==> src/design/fdl_regs.svh <==
// Register offsets, field positions and constants of the transmit decoder
`ifndef FDL_REGS_SVH
`define FDL_REGS_SVH

// Register offsets
`define FDL_OFS_FIFO 8'h00
`define FDL_OFS_STAT 8'h01
`define FDL_OFS_CTRL 8'h02
`define FDL_OFS_CMD 8'h07

// Handshake command bit positions
`define FDL_CMD_MSG_END 0
`define FDL_CMD_TRANSP 1
`define FDL_CMD_HDLC 2
`define FDL_CMD_ODD 3
`define FDL_CMD_REPEAT 4
`define FDL_CMD_TX_RESET 5
`define FDL_CMD_ABORT 6
`define FDL_CMD_RX_DONE 8

// Control register
`define FDL_CTRL_CRC_BIT 0
`define FDL_CTRL_RESET 1'b1

// Status word abort indication position
`define FDL_STAT_ABORT_BIT 0

// Line codes and CRC
`define FDL_FLAG 8'h7e
`define FDL_ABORT_SEQ 8'h7f
`define FDL_CRC_INIT 16'hffff
`define FDL_CRC_POLY 16'h8408
`define FDL_ONES_MAX 3'h5

`endif

==> src/design/fdl_pkg.sv <==
// Types of the transmit command decoder
package fdl_pkg;

	typedef enum logic [7:0] {
		FDL_IDLE = 8'h01,
		FDL_OPEN = 8'h02,
		FDL_DATA = 8'h04,
		FDL_TAIL = 8'h08,
		FDL_CRC_LO = 8'h10,
		FDL_CRC_HI = 8'h20,
		FDL_CLOSE = 8'h40,
		FDL_ABORT = 8'h80
	} fdl_state_type;

	typedef struct packed {
		fdl_state_type st;
		logic [7:0] sh;
		logic [3:0] nb;
		logic [2:0] ones;
		logic stuf;
		logic crc_on;
		logic [15:0] crc;
		logic bit_out;
		logic bit_vld;
		logic [7:0] hi_byte;
		logic hi_pend;
		logic fin;
		logic hdlc;
		logic rep;
		logic endm;
		logic odd;
		logic abt;
		logic crc_en;
		logic undr;
		logic rx_rel;
		logic [15:0] rdata;
	} fdl_state_rec_type;

endpackage

==> src/design/fdl_tx_cmd.sv <==
// Transmit command decoder, framer engine and transmit FIFO
//
// Chosen here: the plain strobed port and the register offsets.
`timescale 1ns/1ps
`include "fdl_regs.svh"

module fdl_fifo #(
	parameter int WIDTH = 16,
	parameter int DEPTH = 32
) (
	input wire logic clk_sys,
	input wire logic rst,
	input wire logic in_valid,
	output logic in_ready,
	input wire logic [WIDTH-1:0] in_data,
	output logic out_valid,
	input wire logic out_ready,
	output logic [WIDTH-1:0] out_data,
	output logic out_last,
	input wire logic keep,
	input wire logic rewind,
	input wire logic release_blk,
	input wire logic flush,
	output logic [$clog2(DEPTH):0] level
);
	localparam int AW = $clog2(DEPTH);
	typedef struct packed {
		logic [DEPTH-1:0][WIDTH-1:0] mem;
		logic [AW:0] wr;
		logic [AW:0] rd;
		logic [AW:0] base;
	} fdl_fifo_rec_type;
	fdl_fifo_rec_type f_reg, f_next;

	// Base pointer holds kept words so a block can be replayed
	assign level = f_reg.wr - f_reg.base;
	assign in_ready = level != (AW+1)'(DEPTH);
	assign out_valid = f_reg.rd != f_reg.wr;
	assign out_last = (f_reg.wr - f_reg.rd) == (AW+1)'(1);
	assign out_data = f_reg.mem[f_reg.rd[AW-1:0]];

	// Pointer moves, flush above rewind above pop
	always_comb begin
		f_next = f_reg;
		if (in_valid && in_ready) begin
			f_next.mem[f_reg.wr[AW-1:0]] = in_data;
			f_next.wr = f_reg.wr + (AW+1)'(1);
		end
		if (flush) begin
			f_next.rd = f_reg.wr;
			f_next.base = f_reg.wr;
		end else if (rewind) begin
			f_next.rd = f_reg.base;
		end else if (release_blk) begin
			f_next.base = f_reg.rd;
		end else if (out_ready && out_valid) begin
			f_next.rd = f_reg.rd + (AW+1)'(1);
			if (!keep)
				f_next.base = f_next.rd;
		end
	end

	always_ff @(posedge clk_sys) begin
		if (rst) begin
			f_reg.wr <= '0;
			f_reg.rd <= '0;
			f_reg.base <= '0;
			f_reg.mem <= f_next.mem;
		end else begin
			f_reg <= f_next;
		end
	end
endmodule

module fdl_tx_cmd #(
	parameter int FIFO_DEPTH = 32
) (
	input wire logic clk_sys,
	input wire logic rst,
	input wire logic [7:0] reg_addr,
	input wire logic [15:0] reg_wdata,
	input wire logic reg_wr,
	input wire logic reg_rd,
	output logic [15:0] reg_rdata,
	input wire logic link_take,
	output logic tx_bit,
	output logic tx_bit_valid,
	output logic tx_fifo_ready,
	output logic rx_release_pulse
);
	localparam int LW = $clog2(FIFO_DEPTH) + 1;
	fdl_pkg::fdl_state_rec_type r_reg, r_next;
	logic fifo_wr, f_valid, f_pop, f_last, f_rew, f_rel, f_flush;
	logic [15:0] f_data;
	logic [LW-1:0] f_level;
	logic cmd_wr, tx_ok, start, ser_busy, sm, fin, b;
	logic reg_wr_ctrl_c;
	logic [15:0] w;

	assign fifo_wr = reg_wr && reg_addr == `FDL_OFS_FIFO;

	// Repeat modes keep the block in the FIFO for replay
	fdl_fifo #(.WIDTH(16), .DEPTH(FIFO_DEPTH)) u_fifo (
		.clk_sys(clk_sys),
		.rst(rst),
		.in_valid(fifo_wr),
		.in_ready(tx_fifo_ready),
		.in_data(reg_wdata),
		.out_valid(f_valid),
		.out_ready(f_pop),
		.out_data(f_data),
		.out_last(f_last),
		.keep(r_reg.rep),
		.rewind(f_rew),
		.release_blk(f_rel),
		.flush(f_flush),
		.level(f_level)
	);

	// Decode of a handshake write, low byte dropped with receive bit
	assign cmd_wr = reg_wr && reg_addr == `FDL_OFS_CMD;
	assign tx_ok = cmd_wr && !reg_wdata[`FDL_CMD_RX_DONE];
	assign start = tx_ok && !reg_wdata[`FDL_CMD_TX_RESET] &&
		(reg_wdata[`FDL_CMD_HDLC] ^ reg_wdata[`FDL_CMD_TRANSP]);
	// A pending stuff bit keeps the serializer busy across bytes
	assign ser_busy = r_reg.nb != 4'h0 ||
		(r_reg.stuf && r_reg.ones == `FDL_ONES_MAX);
	assign sm = r_reg.hdlc && r_reg.endm && !r_reg.rep;
	assign fin = f_last && (r_reg.endm || r_reg.rep);
	assign tx_bit = r_reg.bit_out;
	assign tx_bit_valid = r_reg.bit_vld;
	assign reg_rdata = r_reg.rdata;
	assign rx_release_pulse = r_reg.rx_rel;

	always_comb begin
		r_next = r_reg;
		f_pop = 1'b0;
		f_rew = 1'b0;
		f_rel = 1'b0;
		f_flush = 1'b0;
		b = r_reg.sh[0];
		w = f_data;
		r_next.bit_vld = 1'b0;
		r_next.rx_rel = cmd_wr && reg_wdata[`FDL_CMD_RX_DONE];
		r_next.undr = 1'b0;
		// Serializer: stuffing only while stuf is set
		if (link_take && ser_busy) begin
			r_next.bit_vld = 1'b1;
			if (r_reg.stuf && r_reg.ones == `FDL_ONES_MAX) begin
				r_next.bit_out = 1'b0;
				r_next.ones = 3'h0;
			end else begin
				r_next.bit_out = b;
				r_next.sh = {1'b0, r_reg.sh[7:1]};
				r_next.nb = r_reg.nb - 4'h1;
				r_next.ones = (r_reg.stuf && b) ? r_reg.ones + 3'h1 : 3'h0;
				if (r_reg.crc_on)
					r_next.crc = {1'b0, r_reg.crc[15:1]} ^
						((r_reg.crc[0] ^ b) ? `FDL_CRC_POLY : 16'h0000);
			end
		end
		// Byte loader, one byte per idle serializer
		if (!ser_busy) begin
			case (r_reg.st)
			fdl_pkg::FDL_IDLE: begin
			end
			fdl_pkg::FDL_OPEN: begin
				r_next.sh = `FDL_FLAG;
				r_next.nb = 4'h8;
				r_next.stuf = 1'b0;
				r_next.ones = 3'h0;
				r_next.crc_on = 1'b0;
				r_next.crc = `FDL_CRC_INIT;
				r_next.st = fdl_pkg::FDL_DATA;
			end
			fdl_pkg::FDL_DATA: begin
				if (r_reg.hi_pend) begin
					r_next.sh = r_reg.hi_byte;
					r_next.nb = 4'h8;
					r_next.hi_pend = 1'b0;
					if (r_reg.fin)
						r_next.st = fdl_pkg::FDL_TAIL;
				end else if (f_valid) begin
					f_pop = 1'b1;
					r_next.fin = fin;
					r_next.hi_byte = w[15:8];
					if (fin && sm && r_reg.odd) begin
						// Status alone in the low byte, nothing sent
						r_next.abt = w[`FDL_STAT_ABORT_BIT];
						r_next.st = fdl_pkg::FDL_TAIL;
					end else begin
						r_next.sh = w[7:0];
						r_next.nb = 4'h8;
						r_next.stuf = r_reg.hdlc;
						r_next.crc_on = r_reg.hdlc;
						r_next.hi_pend = !(fin && (r_reg.odd || sm));
						if (fin && sm)
							r_next.abt = w[8+`FDL_STAT_ABORT_BIT];
						if (fin && !r_next.hi_pend)
							r_next.st = fdl_pkg::FDL_TAIL;
					end
				end else if (!fin) begin
					r_next.undr = 1'b1;
				end
			end
			fdl_pkg::FDL_TAIL: begin
				if (r_reg.hdlc) begin
					if (r_reg.abt)
						r_next.st = fdl_pkg::FDL_ABORT;
					else if (r_reg.crc_en)
						r_next.st = fdl_pkg::FDL_CRC_LO;
					else
						r_next.st = fdl_pkg::FDL_CLOSE;
				end else if (r_reg.rep && !r_reg.endm) begin
					f_rew = 1'b1;
					r_next.st = fdl_pkg::FDL_DATA;
				end else begin
					f_rel = 1'b1;
					r_next.st = fdl_pkg::FDL_IDLE;
				end
			end
			fdl_pkg::FDL_CRC_LO: begin
				r_next.sh = ~r_reg.crc[7:0];
				r_next.nb = 4'h8;
				r_next.crc_on = 1'b0;
				r_next.st = fdl_pkg::FDL_CRC_HI;
			end
			fdl_pkg::FDL_CRC_HI: begin
				r_next.sh = ~r_reg.crc[15:8];
				r_next.nb = 4'h8;
				r_next.st = fdl_pkg::FDL_CLOSE;
			end
			fdl_pkg::FDL_CLOSE: begin
				r_next.sh = `FDL_FLAG;
				r_next.nb = 4'h8;
				r_next.stuf = 1'b0;
				r_next.ones = 3'h0;
				if (r_reg.rep && !r_reg.endm) begin
					f_rew = 1'b1;
					r_next.st = fdl_pkg::FDL_OPEN;
				end else begin
					f_rel = 1'b1;
					r_next.st = fdl_pkg::FDL_IDLE;
				end
			end
			fdl_pkg::FDL_ABORT: begin
				r_next.sh = `FDL_ABORT_SEQ;
				r_next.nb = 4'h8;
				r_next.stuf = 1'b0;
				r_next.crc_on = 1'b0;
				f_rel = 1'b1;
				r_next.st = fdl_pkg::FDL_IDLE;
			end
			default: begin
				r_next.st = fdl_pkg::FDL_IDLE;
			end
			endcase
		end
		// Commands act once, in the write cycle only
		if (tx_ok && reg_wdata[`FDL_CMD_TX_RESET]) begin
			r_next.st = fdl_pkg::FDL_IDLE;
			r_next.nb = 4'h0;
			r_next.ones = 3'h0;
			r_next.stuf = 1'b0;
			r_next.crc_on = 1'b0;
			r_next.hi_pend = 1'b0;
			r_next.rep = 1'b0;
			r_next.endm = 1'b0;
			r_next.hdlc = 1'b0;
			f_flush = 1'b1;
		end else if (tx_ok && reg_wdata[`FDL_CMD_ABORT] &&
			r_reg.hdlc && r_reg.st != fdl_pkg::FDL_IDLE) begin
			// Cut the byte in flight so the abort goes out at once
			r_next.st = fdl_pkg::FDL_ABORT;
			r_next.nb = 4'h0;
			r_next.ones = 3'h0;
			r_next.stuf = 1'b0;
			r_next.hi_pend = 1'b0;
			f_flush = 1'b1;
		end else if (start && r_reg.st == fdl_pkg::FDL_IDLE) begin
			r_next.hdlc = reg_wdata[`FDL_CMD_HDLC];
			r_next.rep = reg_wdata[`FDL_CMD_REPEAT];
			r_next.endm = reg_wdata[`FDL_CMD_MSG_END];
			r_next.odd = reg_wdata[`FDL_CMD_ODD];
			r_next.abt = 1'b0;
			r_next.fin = 1'b0;
			r_next.hi_pend = 1'b0;
			// A frame closed without CRC leaves crc_on set
			r_next.stuf = 1'b0;
			r_next.crc_on = 1'b0;
			r_next.st = reg_wdata[`FDL_CMD_HDLC] ?
				fdl_pkg::FDL_OPEN : fdl_pkg::FDL_DATA;
		end else if (start && reg_wdata[`FDL_CMD_MSG_END]) begin
			// Late message end, or stop of a running repeat
			r_next.endm = 1'b1;
			r_next.odd = reg_wdata[`FDL_CMD_ODD];
		end
		if (reg_wr && reg_addr == `FDL_OFS_CTRL)
			r_next.crc_en = reg_wdata[`FDL_CTRL_CRC_BIT];
		// Read data stands for the one cycle after the strobe
		r_next.rdata = 16'h0000;
		if (reg_rd) begin
			case (reg_addr)
			`FDL_OFS_STAT:
				r_next.rdata = (16'(f_level) << 8) |
					{10'h000, !tx_fifo_ready, r_reg.undr, r_reg.endm,
					r_reg.rep, r_reg.hdlc,
					r_reg.st != fdl_pkg::FDL_IDLE};
			`FDL_OFS_CTRL:
				r_next.rdata = {15'h0000, r_reg.crc_en};
			default: begin
				r_next.rdata = 16'h0000;
			end
			endcase
		end
	end

	always_ff @(posedge clk_sys) begin
		if (rst) begin
			r_reg <= '0;
			r_reg.st <= fdl_pkg::FDL_IDLE;
			r_reg.crc <= `FDL_CRC_INIT;
			r_reg.crc_en <= `FDL_CTRL_RESET;
		end else begin
			r_reg <= r_next;
		end
	end

	assign reg_wr_ctrl_c = reg_wr && reg_addr == `FDL_OFS_CTRL;
endmodule

==> config.mk <==
export PLATFORM = sky130hd
export DESIGN_NAME = fdl_tx_cmd
export DESIGN_NICKNAME = d
export VERILOG_FILES = /design/src/design/fdl_pkg.sv /design/src/design/fdl_tx_cmd.sv
export VERILOG_INCLUDE_DIRS = /design/src /design/src/design
export SDC_FILE = /design/constraint.sdc
export NUM_CORES = 1
export LEC_CHECK = 0
export ABC_AREA = 1
export BUFFER_PORTS_ARGS = -buffer_cell sky130_fd_sc_hd__buf_4
export CAP_MARGIN = 40
export CORE_ASPECT_RATIO = 1.2
export CORE_MARGIN = 1
export CORE_UTILIZATION = 65
export CTS_BUF_LIST = sky130_fd_sc_hd__clkbuf_2 sky130_fd_sc_hd__clkbuf_4 sky130_fd_sc_hd__clkbuf_8
export CTS_CLUSTER_SIZE = 12
export DETAILED_ROUTE_END_ITERATION = 6
export GPL_ROUTABILITY_DRIVEN = 0
export PLACE_DENSITY = 0.82
export SYNTH_ARGS = -nofsm -noshare
export SYNTH_HDL_FRONTEND = slang
export SYNTH_HIERARCHICAL = 1
export SYNTH_SLANG_ARGS = --single-unit
==> constraint.sdc <==
create_clock -name clk_sys -period 7.2 [get_ports clk_sys]
set_clock_uncertainty 0.1 [all_clocks]
set_input_delay 0.36 -clock clk_sys [delete_from_list [all_inputs] [get_ports clk_sys]]
set_output_delay 0.36 -clock clk_sys [all_outputs]
set_load 0.005 [all_outputs]
==> results.sh, run 1 <==
export IMPL_worst_ep_required_time_ns=7.65
export IMPL_synthArstFlopShare_pct=0
export IMPL_seq_area_frac_synth_pct=65.7
export IMPL_nets=2571
export IMPL_cp_start_kind="register"
export IMPL_fmax_mhz=243
export IMPL_period_share_pct=57.2
export IMPL_setup_tns_ns=0
export IMPL_p_per_area_nw_per_um2=245
export IMPL_syn_avg_cell_area_sq_um=10.6
export IMPL_p_leak_nw=10.5
export IMPL_rsz0062_at_grt="no"
export IMPL_cts_tree="done"
export IMPL_track_usage_pct=32.5
export IMPL_drv_cap=0
export IMPL_final_hold_viol_count=0
export IMPL_die_area_sq_um=41100
export IMPL_die_w_microns=185
export IMPL_netlist_area_sq_um=26200
export IMPL_cpMostUsedCell="nand2_1"
export IMPL_yosysWarningCount=6
export IMPL_synthToLayoutAreaGrowth_pct=9.95
export IMPL_critPathMaxStageDelay_ns=0.83
export IMPL_synth_most_common_cell="edfxtp_1"
export IMPL_io_pins=49
export IMPL_synth_top_area_share_pct=58.8
export IMPL_cts_htree_levels=3
export IMPL_worst_pin_slew_ns=0.909
export IMPL_grt_pass1_vias=18983
export IMPL_synth_edf_count=512
export IMPL_dp_hpwl_microns=38100
export IMPL_setup_violations=0
export IMPL_postSynthCellCount=2470
export IMPL_cp_slowest_cell="clkinv_1"
export IMPL_ir_worst_vdd_mv=0.166
export IMPL_cts_buffer_depth=3
export IMPL_critical_path_class="register to register"
export IMPL_start_util_pct=65.9
export IMPL_via_count=19246
export IMPL_crit_chain="clkinv_1 > ha_1 > nand2_1 > inv_1 > nand4_1 > nand4_1 > nand3_1 > nor2_1 > nand2_1 > inv_1 > nand4_1 > nand2_1 > inv_1 > nand2_1 > nand2_1 > o21ai_0 > nor2_1"
export IMPL_rrSetupSlack_ns=3.09
export IMPL_drc=0
export IMPL_end_kind="register"
export IMPL_worstPathMaxFanout=21
export IMPL_min_delay_start="reg_wdata[12]"
export IMPL_internal_power_w=0.00535
export IMPL_grt_overflow_total=0
export IMPL_r2r_end="r_reg[53]"
export IMPL_fp_dieH_microns=222
export IMPL_finalCoreUtilization_pct=72.4
export IMPL_r2r_cells=17
export IMPL_synth_commonest_cells="edfxtp_1, nand2_1, nor2_1, o21ai_0, nand3_1"
export IMPL_switching_share_pct=24.1
export IMPL_p_seq_share_pct=54.5
export IMPL_clk_pin_slew_ns=0.06
export IMPL_slew_headroom_pct=39.3
export IMPL_outcome="finished clean"
export IMPL_yosysUniqueCellTypes=52
export IMPL_synthTopCellsByArea="edfxtp_1, dfxtp_1, nand2_1"
export IMPL_wirelength_microns=65600
export IMPL_cts_setup_buffers=0
export IMPL_post_cts_resized=0
export IMPL_dr_pass1_iters=7
export IMPL_rows=80
export IMPL_antenna_left=0
export IMPL_power_switching_w=0.00170
export IMPL_cts_buffers=87
export IMPL_p_comb_share_pct=7.9
export IMPL_largest_reg_flops=530
export IMPL_synth_area_leader_cell="edfxtp_1"
export IMPL_cts_sinks=603
export IMPL_synth_flop_cell="edfxtp_1"
export IMPL_clockPowerShare_pct=37.6
export IMPL_via_per_inst=6.16
export IMPL_slew_viol_final=0
export IMPL_worst_r2r_startpoint="u_fifo/f_reg[10]"
export IMPL_arrival_ns=4.56
export IMPL_fp_coreArea_sq_um=39700
export IMPL_holdPathStages=1
export IMPL_worstHoldPathType="input pin to register"
export IMPL_hold_end="u_fifo/f_reg[126]"
export IMPL_final_layout_size_suffix_gt1_share_pct=12.0
export IMPL_io_buffers=44
export IMPL_synth_seq_cells=603
export IMPL_grt_max_degree=182
export IMPL_clk_latency_ns=0.68
export IMPL_wl_per_cell_microns=21.0
export IMPL_initialDrtViolationCount=2227
export IMPL_grt_pass1_wl_microns=100000
export IMPL_period_needed_ns=4.11
export IMPL_antenna_found_initial=3
export IMPL_root_buffer="clkbuf_8"
layer usage:
metal | vias up | routed length [microns] | GRT usage (%)
met5 | - | 31 | 0
met4 | 4 | 4380 | 23.0
met3 | 283 | 6200 | 7.64
met2 | 1171 | 31900 | 52.5
met1 | 9091 | 23100 | 38.2
li1 | 8697 | - | -
worst max-delay path: cells and delay by family, from the launching register on:
| kind | cells | cell delay (ns) |
|---|---|---|
| simple gates | 11 | 1.18 |
| buf+inv | 4 | 1.09 |
| flops | 1 | 0.80 |
| fa+ha+maj | 1 | 0.66 |
| compound gates | 1 | 0.16 |
cells by family after synthesis:
| logic type | synth area share (%) |
|---|---|
| compound gates | 10.3 |
| xor+xnor | 0.368 |
| mux | 0.0765 |
| simple gates | 17.2 |
| fa+ha+maj | 1.06 |
| buf+inv | 5.22 |
| flops | 65.7 |
| other cells | 0.0143 |
cells in the final DEF, fill, tap and decap left out, types with 6 or more instances in the layout:
cell,instances
xor2_1,9
ha_1,19
clkbuf_8,93
o211ai_1,73
inv_2,9
nor2_2,9
buf_4,81
edfxtp_1,512
clkbuf_4,24
dlygate4sd3_1,12
inv_1,136
clkinv_2,17
a21oi_1,97
nand4_1,6
dfxtp_1,89
o21ai_0,202
clkinv_1,25
nor2_1,382
nand3_1,171
o22ai_1,35
nor3_2,25
nand2_1,399
o21ai_1,65
nor2_4,8
nand2_4,7
or2_1,12
nor3_1,7
cell type report:
class,count,area [sq um]
Tap cell,533,667
Multi-Input combinational cell,1575,7740
Fill cell,2568,11000
Antenna cell,1,2.50
Timing Repair Buffer,101,876
Clock inverter,43,241
Inverter,153,581
Sequential cell,603,17200
Clock buffer,117,1460
power by group through the flow:
stage / clock [W] / combinational (W) / sequential, W
finish: 0.00265 / 0.000558 / 0.00385
global route: 0.00281 / 0.000615 / 0.00385
CTS: 0.00267 / 0.000551 / 0.00385
detailed placement: 0 / 0.000542 / 0.00392
global placement: 0 / 0.000516 / 0.00392
floorplan: 0 / 0.000400 / 0.00391
what timing repair did:
action	in CTS	in global routing
endpoints found under the hold margin	21	0
hold buffers	12	0
endpoints found under the setup margin	0	0
worst max path at each step:
| stage | start | endpoint | cells after the start |
|---|---|---|---|
| 2_1_floorplan | u_fifo/f_reg[12] | u_fifo/f_reg[18] | 13 |
| 3_3_place_gp | u_fifo/f_reg[12] | u_fifo/f_reg[157] | 11 |
| 3_5_place_dp | u_fifo/f_reg[10] | r_reg[53] | 17 |
| 4_1_cts | u_fifo/f_reg[10] | r_reg[53] | 17 |
| 5_1_grt | u_fifo/f_reg[10] | r_reg[53] | 17 |
| 6_report | u_fifo/f_reg[10] | r_reg[53] | 17 |
metrics by stage:
stage	area (sq um)	power [W]	worst slack [ns]	instances	hold WS, ns
2_1_floorplan	26200	0.00431	3.76	2473	0.294
3_3_place_gp	26800	0.00443	3.35	2946	0.300
3_5_place_dp	26900	0.00446	3.27	2953	0.309
4_1_cts	28800	0.00706	3.23	3125	0.00654
5_1_grt	28800	0.00728	2.74	3126	-0.0000334
6_report	28800	0.00705	3.09	3126	0.0230
Note: power is estimated with default switching activity, not from simulation.
==> inputs of run 2 (changes only) <==
- ABC_AREA: 1 -> 0
- CORE_UTILIZATION: 65 -> 59
- PLACE_DENSITY: 0.82 -> 0.79
- clock period: 7.2 -> 3.37 ns (I/O delays scaled with it)
==> run 2 against run 1 <==
  * Register-to-register slack got worse by 3.0 ns
  * Maximum frequency rose by 26%
  * Count of clock-buffer cells in the layout rose by 12
  * Critical path type unchanged
  * Critical endpoint is now r_reg[64]
  * Largest power group unchanged
  * Highest routed layer is now met4
==> results.sh, run 2 <==
export IMPL_grt_pass1_wl_microns=82400
export IMPL_layout_cells_non_filler=2225
export IMPL_multi_input_area_sq_um=7220
export IMPL_synthArstFlopShare_pct=0
export IMPL_grt_pass1_vias=14201
export IMPL_synthTopCellsByArea="edfxtp_1, mux4_2, dfxtp_1"
export IMPL_internal_power_w=0.0112
export IMPL_dp_hpwl_microns=33100
export IMPL_grt_max_degree=133
export IMPL_outcome="finished clean"
export IMPL_largest_reg_flops=530
export IMPL_cts_buffer_depth=3
export IMPL_synth_edf_count=512
export IMPL_cts_sinks=603
export IMPL_cts_buffers=87
export IMPL_period_needed_ns=3.26
export IMPL_root_buffer="clkbuf_8"
export IMPL_syn_avg_cell_area_sq_um=17.1
export IMPL_worst_r2r_startpoint="u_fifo/f_reg[12]"
export IMPL_power_switching_w=0.00301
export IMPL_switching_share_pct=21.2
export IMPL_synth_seq_cells=603
export IMPL_r2r_cells=14
export IMPL_clk_latency_ns=0.66
export IMPL_layout_commonest_cell="edfxtp_1"
export IMPL_r2r_end="r_reg[64]"
export IMPL_layout_common_cells="edfxtp_1, mux4_2, nand2_1"
export IMPL_hold_slack_ns=0.0551
export IMPL_p_leak_nw=9.21
export IMPL_slew_viol_final=0
export IMPL_arrival_ns=3.71
export IMPL_via_count=14086
export IMPL_synth_area_leader_cell="edfxtp_1"
export IMPL_worstPathMaxFanout=5
export IMPL_cts_tree="done"
export IMPL_seqCellArea_sq_um=17200
export IMPL_critical_path_class="register to register"
export IMPL_worst_pin_slew_ns=0.898
export IMPL_synth_commonest_cells="edfxtp_1, mux4_2, nand2_1, dfxtp_1, nor2_1"
export IMPL_drc=0
export IMPL_worst_ep_required_time_ns=3.82
export IMPL_drv_cap=0
export IMPL_synth_top_area_share_pct=61.6
export IMPL_track_usage_pct=26.2
export IMPL_final_layout_size_suffix_gt1_share_pct=27.8
export IMPL_nFillCells=2611
export IMPL_io_pins=49
export IMPL_rows=82
export IMPL_antenna_left=0
export IMPL_finalCoreUtilization_pct=67.8
export IMPL_wirelength_microns=54800
export IMPL_p_per_area_nw_per_um2=502
export IMPL_grt_overflow_total=0
export IMPL_clk_pin_slew_ns=0.06
export IMPL_die_area_sq_um=43100
export IMPL_yosysUniqueCellTypes=82
export IMPL_period_share_pct=96.7
export IMPL_wl_per_cell_microns=24.6
export IMPL_crit_end="r_reg[64]"
export IMPL_clockPowerShare_pct=38.8
export IMPL_start_util_pct=59.8
export IMPL_synth_most_common_cell="edfxtp_1"
export IMPL_setup_violations=0
export IMPL_end_kind="register"
export IMPL_ir_worst_vdd_mv=0.239
export IMPL_synth_flop_cell="edfxtp_1"
export IMPL_fp_dieH_microns=227
export IMPL_seq_area_frac_synth_pct=68.9
export IMPL_yosysWarningCount=6
export IMPL_die_w_microns=190
export IMPL_p_comb_share_pct=4.0
export IMPL_cts_htree_levels=3
export IMPL_synthToLayoutAreaGrowth_pct=13.5
export IMPL_p_seq_share_pct=57.1
export IMPL_via_per_inst=6.33
export IMPL_crit_path_start="u_fifo/f_reg[12]"
export IMPL_dr_pass1_iters=6
export IMPL_placedCellCount=2031
export IMPL_cp_start_kind="register"
export IMPL_initialDrtViolationCount=1641
export IMPL_nets=1661
export IMPL_final_hold_viol_count=0
export IMPL_slew_headroom_pct=40.1
export IMPL_io_buffers=44
export IMPL_antenna_found_initial=0
export IMPL_fp_coreArea_sq_um=41800
export IMPL_postSynthCellCount=1457
export IMPL_worstHoldPathType="input pin to register"
export IMPL_power_total_w=0.0142
export IMPL_netlist_area_sq_um=25000
export IMPL_rrSetupSlack_ns=0.11
export IMPL_fmax_mhz=307
-- run 2: cell types whose count changed in the layout (fill, tap and decap cells not counted), moves of 55 or more --
| cell | change |
|---|---|
| o211ai_1 | -69 |
| a21oi_1 | -55 |
| mux4_2 | +160 |
| inv_1 | -112 |
| nand3_1 | -139 |
| nor2_1 | -316 |
| o21ai_0 | -175 |
| o21ai_1 | -62 |
| nand2_1 | -276 |
-- run 2: power by group through the flow --
stage	Combinational, W	Sequential, W	Clock (W)
after floorplan	0.000312	0.00828	0
after global placement	0.000487	0.00828	0
after detailed placement	0.000513	0.00828	0
after CTS	0.000541	0.00812	0.00564
after global routing	0.000616	0.00812	0.00595
final	0.000571	0.00812	0.00552
-- run 2: layout make-up --
cell class / instances / share of cell area, %
Multi-Input combinational cell: 737 / 25.5
Antenna cell: 1 / 0.00883
Inverter: 28 / 0.371
Clock buffer: 129 / 5.43
Clock inverter: 27 / 0.455
Sequential cell: 603 / 60.7
Timing Repair Buffer: 154 / 5.12
Tap cell: 546 / 2.41
-- run 2: timing repair --
action	4_1_cts	5_1_grt
resized for setup	0	8
hold buffers	33	0
setup buffers	0	3
endpoints found under the setup margin	0	22
hold endpoints to repair	560	0
-- run 2: per-stage QoR --
step           TNS (ns)  setup slack, ns  area (sq um)
6_report              0            0.111         28300
5_1_grt         -0.0233          -0.0168         28300
4_1_cts               0          0.00312         28300
3_5_place_dp          0          0.00454         26300
3_3_place_gp          0           0.0588         26300
2_1_floorplan         0          0.00376         25000
-- run 2: how the worst min path moves through the flow --
stage                        endpoint         start  slack [ns]  depth (start not counted)
floorplan           u_fifo/f_reg[100]  reg_wdata[2]        0.17                          0
global placement         reg_rdata[4]     r_reg[17]        0.31                          1
detailed placement       reg_rdata[4]     r_reg[17]        0.32                          1
CTS                         r_reg[76]   reg_addr[6]      0.0008                          6
global route                r_reg[52]   reg_addr[6]        0.06                          5
finish                      r_reg[76]   reg_addr[6]        0.06                          6
-- run 2: cell families after synthesis --
group	share of synthesized area, %
XOR/XNOR	0.877
multiplexers	15.2
flip-flops	68.9
AO/OA/AOI/OAI	4.32
other	0.0150
buffers and inverters	2.46
adder cells (fa/ha/maj)	1.11
AND/OR/NAND/NOR	7.15
-- run 2: routing by layer --
metal	routed length (microns)	track usage (%)	up-vias
met1	20500	33.3	7130
met2	27500	43.7	708
li1	-	-	6098
met5	0	0	-
met3	4290	4.44	150
met4	2500	13.7	0
-- run 2: worst max-delay path: stages (launching register included) --
cell and delay [ns]:
dfxtp_1 0.32, inv_2 0.09, ha_1 0.14, inv_1 0.06
fa_1 0.41, a21o_1 0.19, a21oi_2 0.17, a21oi_1 0.12
nor4_4 0.33, nand4b_1 0.25, o21ai_2 0.21, clkdlybuf4s15_2 0.27
o221ai_1 0.12, a21o_1 0.17, a221oi_1 0.23
